[src/design/lcd_pattern_icon_ram_defines.svh]
// Address map, command codes, field positions and timing figures of the display memory block.
`ifndef LCD_PATTERN_ICON_RAM_DEFINES_SVH
`define LCD_PATTERN_ICON_RAM_DEFINES_SVH

// ****************************************************************
// Sizes
// ****************************************************************
`define ADDR_W              7
`define DOT_W               5
`define VOLUME_W            5
`define ICON_COUNT          10
`define PATTERN_WORDS       48
`define SYMBOL_WORDS        32
`define SYMBOL_ENTRY_W      7
`define GLYPH_COUNT         3'h6
`define BLINK_CNT_W         23

// ****************************************************************
// Address map, bank 0
// ****************************************************************
`define ADDR_ICON_ON_A_E    7'h00
`define ADDR_ICON_ON_F_J    7'h01
`define ADDR_ICON_BLINK_A_E 7'h02
`define ADDR_ICON_BLINK_F_J 7'h03
`define ADDR_VOLUME         7'h08

// ****************************************************************
// Address map, bank 1
// ****************************************************************
`define ADDR_PATTERN_END    7'h30
`define ADDR_SYMBOL_BASE    7'h60
`define LAST_ROW            3'h7

// ****************************************************************
// Command and symbol data byte fields
// ****************************************************************
`define BIT_ADDR_SET        7
`define CMD_OP_HI           7
`define CMD_OP_LO           4
`define CMD_BANK_SET        4'h2
`define CMD_SYSTEM_SET      4'h3
`define BIT_BANK            0
`define BIT_PATTERN_USE     0
`define BIT_OSC_ON          1
`define BIT_BLINK_FLAG      7
`define BIT_BLINK_STYLE     6

// ****************************************************************
// Timing
// ****************************************************************
`define MCLK_KHZ            20000
`define BLINK_HALF_MS       333

`endif

[src/design/lcd_pattern_icon_ram_pkg.sv]
// Types shared by the display memory block.
`default_nettype none
`include "lcd_pattern_icon_ram_defines.svh"

package lcd_pattern_icon_ram_pkg;

    typedef logic [`ADDR_W-1:0] addr_t;
    typedef logic [`DOT_W-1:0]  dots_t;

    typedef struct packed {
        logic                                          bank_select_bit;
        addr_t                                         address;
        logic                                          pattern_ram_use;
        logic                                          osc_on;
        logic                                          wr_prev;
        logic [7:0]                                    cap_data;
        logic                                          cap_cd;
        logic                                          cap_cs_n;
        logic [`PATTERN_WORDS-1:0][`DOT_W-1:0]         pattern;
        logic [`SYMBOL_WORDS-1:0][`SYMBOL_ENTRY_W-1:0] symbol;
        logic [`ICON_COUNT-1:0]                        icon_on;
        logic [`ICON_COUNT-1:0]                        icon_blink;
        logic [`VOLUME_W-1:0]                          contrast_volume_memory;
        dots_t                                         pattern_row;
        logic                                          pattern_active;
        dots_t                                         symbol_row;
        logic [`ICON_COUNT-1:0]                        icon_drive;
    } ram_state_s;

endpackage : lcd_pattern_icon_ram_pkg

`default_nettype wire

[src/design/blink_timebase.sv]
// Blink phase generator: a counter toggles the phase every HALF_CYCLES clocks while running.
`timescale 1ns/100ps
`default_nettype none
`include "lcd_pattern_icon_ram_defines.svh"

module blink_timebase #(
    parameter int unsigned HALF_CYCLES = 6660000
) (
    input  wire logic mclk_in,   // Core clock.
    input  wire logic rst_in,    // Asynchronous reset, active high.
    input  wire logic run_in,    // Oscillator running; blinking halts otherwise.
    output logic      phase_out  // High during the blank half of a blink period.
);

    typedef struct packed {
        logic [`BLINK_CNT_W-1:0] count;
        logic                    phase;
    } tb_s;

    localparam logic [`BLINK_CNT_W-1:0] LAST = `BLINK_CNT_W'(HALF_CYCLES - 1);

    tb_s s;
    tb_s next_s;

    // A half period of 333 ms gives a 1.5 Hz blink, centred in the 1 to 2 Hz band.
    always_comb begin
        next_s = s;
        if (run_in) begin
            if (s.count >= LAST) begin
                next_s.count = '0;
                next_s.phase = ~s.phase;
            end else begin
                next_s.count = s.count + `BLINK_CNT_W'(1);
            end
        end
    end

    always_ff @(posedge mclk_in or posedge rst_in) begin
        if (rst_in) begin
            s <= '0;
        end else begin
            s <= next_s;
        end
    end

    assign phase_out = s.phase;

endmodule : blink_timebase

`default_nettype wire

[src/design/lcd_pattern_icon_ram.sv]
// Pattern, symbol, static icon and contrast memories behind the command/data port.
//
// Functional notes
// - User glyphs show only once system set enables pattern RAM; 240 bits, six glyphs.
// - Bank 1 codes 00H-05H use eight rows each at 00H-2FH; D4..D0 dots.
// - Eighth glyph row shows normally, inverted while the underline cursor is active.
// - 160-bit symbol memory, one bit per individually displayed symbol.
// - Symbol D7 enables blink; D6 picks inverted blink or set-bits blink; 1-2 Hz.
// - Ten static icons keep driving in standby; on bits at bank 0 00H, 01H.
// - Per-icon blink enables at bank 0 02H (A..E) and 03H (F..J).
// - Five-bit contrast value selects one of 32 drive voltage levels.
// - Address set: command with D7 high loads 7-bit address from D6..D0.
// - Data write stores at address, then address increments, wrapping 7FH to 00H.
`timescale 1ns/100ps
`default_nettype none
`include "lcd_pattern_icon_ram_defines.svh"

module lcd_pattern_icon_ram
    import lcd_pattern_icon_ram_pkg::*;
#(
    parameter int unsigned BLINK_HALF_CYCLES = `BLINK_HALF_MS * `MCLK_KHZ
) (
    input  wire logic                    mclk_in,                // Core clock, 20 MHz.
    input  wire logic                    rst_in,                 // Async reset, active high.
    input  wire logic                    chip_select_n_in,       // Port select pin, active low.
    input  wire logic                    write_n_in,             // Write strobe pin, active low.
    input  wire logic                    command_data_select_in, // 0 command, 1 data.
    input  wire logic [7:0]              data_in,                // Data bus pins.
    input  wire logic                    underline_cursor_in,    // Underline cursor active.
    input  wire logic [2:0]              pattern_code_in,        // Glyph code being scanned.
    input  wire logic [2:0]              pattern_line_in,        // Glyph dot row being scanned.
    input  wire logic [4:0]              symbol_index_in,        // Symbol byte being scanned.
    output logic [4:0]                   pattern_row_out,        // Dots of the scanned glyph row.
    output logic                         pattern_active_out,     // Scanned code is a user glyph.
    output logic [4:0]                   symbol_row_out,         // Symbol dots after blinking.
    output logic [`ICON_COUNT-1:0]       static_icon_out,        // Icon drive, bit 9 is A.
    output logic [`VOLUME_W-1:0]         lcd_drive_voltage_out,  // Contrast step 0 to 31.
    output logic                         bank_select_bit_out,    // Current bank.
    output logic                         oscillator_on_out       // Oscillator running.
);
    import lcd_pattern_icon_ram_pkg::*;

    // ****************************************************************
    // Pin synchronisation
    // ****************************************************************
    logic [10:0] pins_sync;
    logic        cs_n_s;
    logic        wr_n_s;
    logic        cd_s;
    logic [7:0]  data_s;

    // Strobe and select idle high, so they reset high to avoid a false write.
    pin_sync #(
        .WIDTH   (11),
        .RST_VAL (11'h600)
    ) u_pin_sync (
        .mclk_in  (mclk_in),
        .rst_in   (rst_in),
        .pins_in  ({chip_select_n_in, write_n_in, command_data_select_in, data_in}),
        .sync_out (pins_sync)
    );

    assign cs_n_s = pins_sync[10];
    assign wr_n_s = pins_sync[9];
    assign cd_s   = pins_sync[8];
    assign data_s = pins_sync[7:0];

    // ****************************************************************
    // Blink timebase
    // ****************************************************************
    ram_state_s s;
    ram_state_s next_s;
    logic       blink_phase;

    // The timebase stands in for the internal oscillator: it halts in sleep.
    blink_timebase #(
        .HALF_CYCLES (BLINK_HALF_CYCLES)
    ) u_blink_timebase (
        .mclk_in   (mclk_in),
        .rst_in    (rst_in),
        .run_in    (s.osc_on),
        .phase_out (blink_phase)
    );

    // ****************************************************************
    // Helpers
    // ****************************************************************
    function automatic dots_t blink_dots(input dots_t bits,
                                         input logic  flag,
                                         input logic  style,
                                         input logic  phase);
        dots_t dots;
        dots = bits;
        if (flag && phase) begin
            if (style) begin
                dots = '0;
            end else begin
                dots = ~bits;
            end
        end
        return dots;
    endfunction : blink_dots

    // ****************************************************************
    // Next state
    // ****************************************************************
    logic                        write_event;
    logic [5:0]                  pattern_index;
    logic [`SYMBOL_ENTRY_W-1:0]  symbol_entry;
    dots_t                       glyph_row;

    always_comb begin
        next_s        = s;
        write_event   = 1'b0;
        pattern_index = {pattern_code_in, pattern_line_in};
        symbol_entry  = s.symbol[symbol_index_in];
        glyph_row     = '0;

        // Bus levels are captured while the strobe is low, because the data hold
        // time after the rising strobe is shorter than the synchroniser delay.
        if (!wr_n_s) begin
            next_s.cap_data = data_s;
            next_s.cap_cd   = cd_s;
            next_s.cap_cs_n = cs_n_s;
        end
        next_s.wr_prev = wr_n_s;
        write_event    = wr_n_s && !s.wr_prev && !s.cap_cs_n;

        if (write_event) begin
            if (!s.cap_cd) begin
                if (s.cap_data[`BIT_ADDR_SET]) begin
                    next_s.address = s.cap_data[`ADDR_W-1:0];
                end else if (s.cap_data[`CMD_OP_HI:`CMD_OP_LO] == `CMD_BANK_SET) begin
                    next_s.bank_select_bit = s.cap_data[`BIT_BANK];
                end else if (s.cap_data[`CMD_OP_HI:`CMD_OP_LO] == `CMD_SYSTEM_SET) begin
                    next_s.pattern_ram_use = s.cap_data[`BIT_PATTERN_USE];
                    next_s.osc_on          = s.cap_data[`BIT_OSC_ON];
                end
            end else begin
                if (s.bank_select_bit) begin
                    if (s.address < `ADDR_PATTERN_END) begin
                        // Only the five dot bits are kept; D7..D5 are dropped.
                        next_s.pattern[s.address[5:0]] = s.cap_data[`DOT_W-1:0];
                    end else if (s.address >= `ADDR_SYMBOL_BASE) begin
                        next_s.symbol[s.address[4:0]] = {s.cap_data[7:6],
                                                         s.cap_data[`DOT_W-1:0]};
                    end
                end else begin
                    if (s.address == `ADDR_ICON_ON_A_E) begin
                        next_s.icon_on[9:5] = s.cap_data[4:0];
                    end else if (s.address == `ADDR_ICON_ON_F_J) begin
                        next_s.icon_on[4:0] = s.cap_data[4:0];
                    end else if (s.address == `ADDR_ICON_BLINK_A_E) begin
                        next_s.icon_blink[9:5] = s.cap_data[4:0];
                    end else if (s.address == `ADDR_ICON_BLINK_F_J) begin
                        next_s.icon_blink[4:0] = s.cap_data[4:0];
                    end else if (s.address == `ADDR_VOLUME) begin
                        next_s.contrast_volume_memory = s.cap_data[`VOLUME_W-1:0];
                    end
                end
                // The bank bit is untouched by data writes.
                next_s.address = s.address + `ADDR_W'(1);
            end
        end

        // ****************************************************************
        // Display read paths
        // ****************************************************************
        if (pattern_code_in < `GLYPH_COUNT) begin
            glyph_row = s.pattern[pattern_index];
        end
        if (underline_cursor_in && (pattern_line_in == `LAST_ROW)) begin
            glyph_row = ~glyph_row;
        end
        next_s.pattern_active = s.pattern_ram_use && (pattern_code_in < `GLYPH_COUNT);
        next_s.pattern_row    = next_s.pattern_active ? glyph_row : '0;

        next_s.symbol_row = blink_dots(symbol_entry[`DOT_W-1:0],
                                       symbol_entry[`DOT_W+1],
                                       symbol_entry[`DOT_W],
                                       blink_phase);

        // Icons keep their drive in standby; only the oscillator stops blinking.
        next_s.icon_drive = s.icon_on & ~(s.icon_blink & {`ICON_COUNT{blink_phase}});
    end

    // ****************************************************************
    // State register
    // ****************************************************************
    // Memories clear on reset so a reset never leaves stray icons lit.
    always_ff @(posedge mclk_in or posedge rst_in) begin
        if (rst_in) begin
            s          <= '0;
            s.wr_prev  <= 1'b1;
            s.cap_cs_n <= 1'b1;
        end else begin
            s <= next_s;
        end
    end

    // ****************************************************************
    // Outputs
    // ****************************************************************
    assign pattern_row_out       = s.pattern_row;
    assign pattern_active_out    = s.pattern_active;
    assign symbol_row_out        = s.symbol_row;
    assign static_icon_out       = s.icon_drive;
    assign lcd_drive_voltage_out = s.contrast_volume_memory;
    assign bank_select_bit_out   = s.bank_select_bit;
    assign oscillator_on_out     = s.osc_on;

endmodule : lcd_pattern_icon_ram

`default_nettype wire

[src/design/pin_sync.sv]
// Two-stage synchroniser for a group of pin inputs.
`timescale 1ns/100ps
`default_nettype none

module pin_sync #(
    parameter int unsigned         WIDTH   = 1,
    parameter logic [WIDTH-1:0]    RST_VAL = '0
) (
    input  wire logic              mclk_in,   // Core clock.
    input  wire logic              rst_in,    // Asynchronous reset, active high.
    input  wire logic [WIDTH-1:0]  pins_in,   // Raw pin levels.
    output logic      [WIDTH-1:0]  sync_out   // Levels after two flip-flops.
);

    typedef struct packed {
        logic [WIDTH-1:0] first;
        logic [WIDTH-1:0] second;
    } sync_s;

    sync_s s;
    sync_s next_s;

    // The first stage feeds only the second stage.
    always_comb begin
        next_s.first  = pins_in;
        next_s.second = s.first;
    end

    always_ff @(posedge mclk_in or posedge rst_in) begin
        if (rst_in) begin
            s <= {RST_VAL, RST_VAL};
        end else begin
            s <= next_s;
        end
    end

    assign sync_out = s.second;

endmodule : pin_sync

`default_nettype wire

[config.mk]
export PLATFORM = sky130hd
export DESIGN_NAME = lcd_pattern_icon_ram
export DESIGN_NICKNAME = d
export VERILOG_FILES = /design/src/design/lcd_pattern_icon_ram_pkg.sv /design/src/design/blink_timebase.sv /design/src/design/lcd_pattern_icon_ram.sv /design/src/design/pin_sync.sv
export VERILOG_INCLUDE_DIRS = /design/src /design/src/design
export SDC_FILE = /design/constraint.sdc
export NUM_CORES = 1
export LEC_CHECK = 0
export BUFFER_PORTS_ARGS = -buffer_cell sky130_fd_sc_hd__buf_2
export CAP_MARGIN = 20
export CORE_ASPECT_RATIO = 1.75
export CORE_MARGIN = 4
export CORE_UTILIZATION = 45
export DETAILED_ROUTE_END_ITERATION = 10
export PLACE_DENSITY_LB_ADDON = 0.3
export SLEW_MARGIN = 15
export SYNTH_ARGS = -nofsm -noshare
export SYNTH_HDL_FRONTEND = slang
export SYNTH_SLANG_ARGS = --single-unit
export TNS_END_PERCENT = 100
[constraint.sdc]
create_clock -name mclk_in -period 22.3 [get_ports mclk_in]
set_input_delay 0 -clock mclk_in [delete_from_list [all_inputs] [get_ports mclk_in]]
set_output_delay 0 -clock mclk_in [all_outputs]
set_load 0.005 [all_outputs]
==> impl_metrics.yaml <==
yosys:
  synth_compound_area_share_pct: 2.56
  syn_area_per_cell_um2: 14.7
  syn_inst: 1778
  yosys_most_used_dff: "dfrtp_1"
  synth-simple-area-share_pct: 5.18
  ys_seq_elements: 577
  ys_seq_area_share_pct: 55.4
  synthArstFlopShare_pct: 100
  ys_warn_count: 0
  synth_xor_area_share_pct: 0.571
  yosysUniqueCellTypes: 54
  synth_area_leaders: "dfrtp_1, mux2_2, mux4_2"
  synth_top_area_share_pct: 54.8
  syn-num-nets: 1808
  synthMuxAreaShare_pct: 33.3
  yosys.area.top_type: "dfrtp_1"
  synthAdderAreaFrac_pct: 0.240
  synth_edf_count: 0
  syn_area_um2: 26100
  synth_top_family_by_area: "multiplexers"
placed_design:
  post-place-cells: 2480
  placed_area_um2: 26800
  portBuffers: 52
  hpwl_um: 41000
  post-place-ws_ns: 18.60
  finalWeightedCongestion: 0.817
cts:
  clk_latency_ns: 0.61
  cts_max_level: 2
  clock_path_buffers: 3
  post-cts-setup-buffers: 0
  clkTransAtPathRegs_ns: 0.06
  cts_tree: "built"
  clock-sinks: 577
  cts_buffers: 54
  clock-root-buffer: "clkbuf_16"
  ctsResizeCount: 0
worst_setup_path:
  crit_arrival_ns: 3.76
  critPathBufInv: 0
  end_kind: "flop"
  critical-path-top-delay-family: "simple AND/OR/NAND/NOR gates"
  crit_required_ns: 22.76
  max_stage_delay_ns: 0.80
  cp_cell_sequence: "nor3b_2 > and3_1 > nand4_1 > nor3_2 > mux2_2"
  cp_slowest_cell: "nor3_2"
  startpoint_type: "flop"
  critPathMaxFanout: 12
  crit_type: "reg2reg"
layout:
  synthToLayoutAreaGrowth_pct: 11.1
  nets: 1817
  postLayoutCellArea_um2: 28900
  layout_common_cells: "dfrtp_1, mux2_2, mux4_2, nand2_1, nor2_1"
  fillers: 4799
  layout.cells.non_filler: 2601
  fin_util_pct: 50.5
  multi_input_area_um2: 10900
  seqCellArea_um2: 14500
  final_common_cell: "dfrtp_1"
  drive_gt1_share_pct: 44.7
global_routing:
  track_usage_pct: 19.9
  antenna_found_initial: 1
  first_global_vias: 16321
  grt_max_degree: 112
  grt_first_pass_wirelength_um: 95800
  grt_overflow_total: 0
sta:
  tns_ns: 0
  clock-skew-final_ns: 0.0293
  worst_pin_slew_ns: 1.08
  hold_violations: 0
  rsz0062_at_grt: "no"
  maxSlewViolCount: 0
  setup_violations: 0
  fmax_ghz: 0.303
  worst_slack_ns: 19.00
  relSlewSlack_pct: 27.8
  finalCriticalPeriod_ns: 3.30
  fin_crit_sh_pct: 14.8
floorplanning:
  num_io_pins: 53
  die_h_um: 326
  initial_core_util_pct: 45.4
  core_area_um2: 57300
  fp.dieArea_um2: 62000
  die_w_um: 190
  num_rows: 116
power:
  p_switching_w: 0.000554
  intPower_w: 0.00173
  comb_power_share_pct: 7.6
  ir_drop_mv: 0.0601
  powerDensity_nw_per_um2: 79.0
  swShare_pct: 24.2
  power.leakage_nw: 13.9
  power_frac_seq_pct: 48.7
  power_frac_clock_pct: 43.7
route:
  drc: 0
  avgViaCountPerCell: 5.71
  wire_per_inst_um: 23.6
  wl_um: 61400
  antenna_left: 0
  drt_iter0_markers: 805
  num_vias: 14848
  first_pass_iters: 5
hold_path:
  worst_hold_path_type: "in2reg"
job:
  maxCapViolCount: 0
status:
  run_status: "complete, no violations"
[cells in the mapped netlist (6+ instances only)]
cell type	instances
buf_4	29
nor2b_1	9
nand4_1	13
a21oi_1	9
a22oi_1	14
xor2_1	12
o22ai_1	6
nand2_1	76
nand3_1	28
a21boi_0	11
dfstp_2	6
and3_1	10
mux2i_1	50
nor2_2	18
buf_1	6
o21ai_0	30
nor2_1	63
mux2_2	508
dfrtp_1	571
mux4_2	106
buf_2	15
a221oi_1	10
nor3_1	12
clkbuf_1	85
and2_1	8
[layer usage]
layer | wire (um) | global-route usage, % | vias to the layer above
met2 | 33300 | 36.6 | 276
met1 | 22600 | 22.4 | 7915
met5 | 0 | 0 | -
met3 | 1730 | 2.37 | 138
li1 | - | - | 6519
met4 | 3680 | 10.4 | 0
[registers in the layout, indices dropped and copies added (netlist names)]
register                    cells
s                             503
u_blink_timebase.s             23
u_pin_sync.next_s              11
u_pin_sync.sync_out            11
static_icon_out                10
lcd_drive_voltage_out           5
pattern_row_out                 5
symbol_row_out                  5
bank_select_bit_out             1
oscillator_on_out               1
pattern_active_out              1
u_blink_timebase.phase_out      1
[path summary, 6_finish.rpt]
path / start / endpoint / slack, ns / depth (start not counted)
min in group asynchronous: rst_in / lcd_drive_voltage_out[3] / 0.08 / 3
hold / removal: data_in[0] / u_pin_sync.next_s[0] / 0.04 / 2
max in group asynchronous: rst_in / s[146] / 19.16 / 7
setup / recovery: u_pin_sync.sync_out[9] / s[104] / 19.00 / 5
setup reg to reg: u_pin_sync.sync_out[9] / s[104] / 19.00 / 5
hold reg to reg: u_pin_sync.next_s[2] / u_pin_sync.sync_out[2] / 0.34 / 0
[timing repair]
action                     CTS  global route
hold endpoints to repair   126             0
setup endpoints to repair    0             0
hold buffers                15             0
[stage by stage]
step / hold WS, ns / total power [W]
5_1_grt: 0.0446 / 0.00237
4_1_cts: 0.0180 / 0.00231
3_3_place_gp: 0.111 / 0.00130
6_report: 0.0409 / 0.00229
2_1_floorplan: 0.00448 / 0.00125
3_5_place_dp: 0.117 / 0.00130
[kinds of logic (layout without fill, tap and decap cells)]
logic type,after synthesis,count (layout)
other,0,1
adders and majority gates,5,5
buffers and inverters,144,199
xor gates and xnor gates,17,17
AOI/OAI and AO/OA,98,98
muxes,667,667
DFF,577,577
and+or+nand+nor,270,270
[layout make-up]
cell class / instances / share of cell area (%)
multi-input cells: 1057 / 37.7
clock inverters: 24 / 1.33
repair buffers: 91 / 2.17
inverters: 6 / 0.104
well taps: 767 / 3.32
diodes: 1 / 0.00864
flip-flops and latches: 577 / 49.9
clock buffers: 78 / 5.43
[power groups by stage]
stage          combinational (W)  sequential [W]  clock [W]
6_report                0.000175         0.00111   0.000999
5_1_grt                 0.000192         0.00112    0.00107
4_1_cts                 0.000176         0.00111    0.00102
3_5_place_dp            0.000174         0.00113          0
3_3_place_gp            0.000170         0.00113          0
2_1_floorplan           0.000139         0.00111          0
Power figures use the tool's default switching activity.
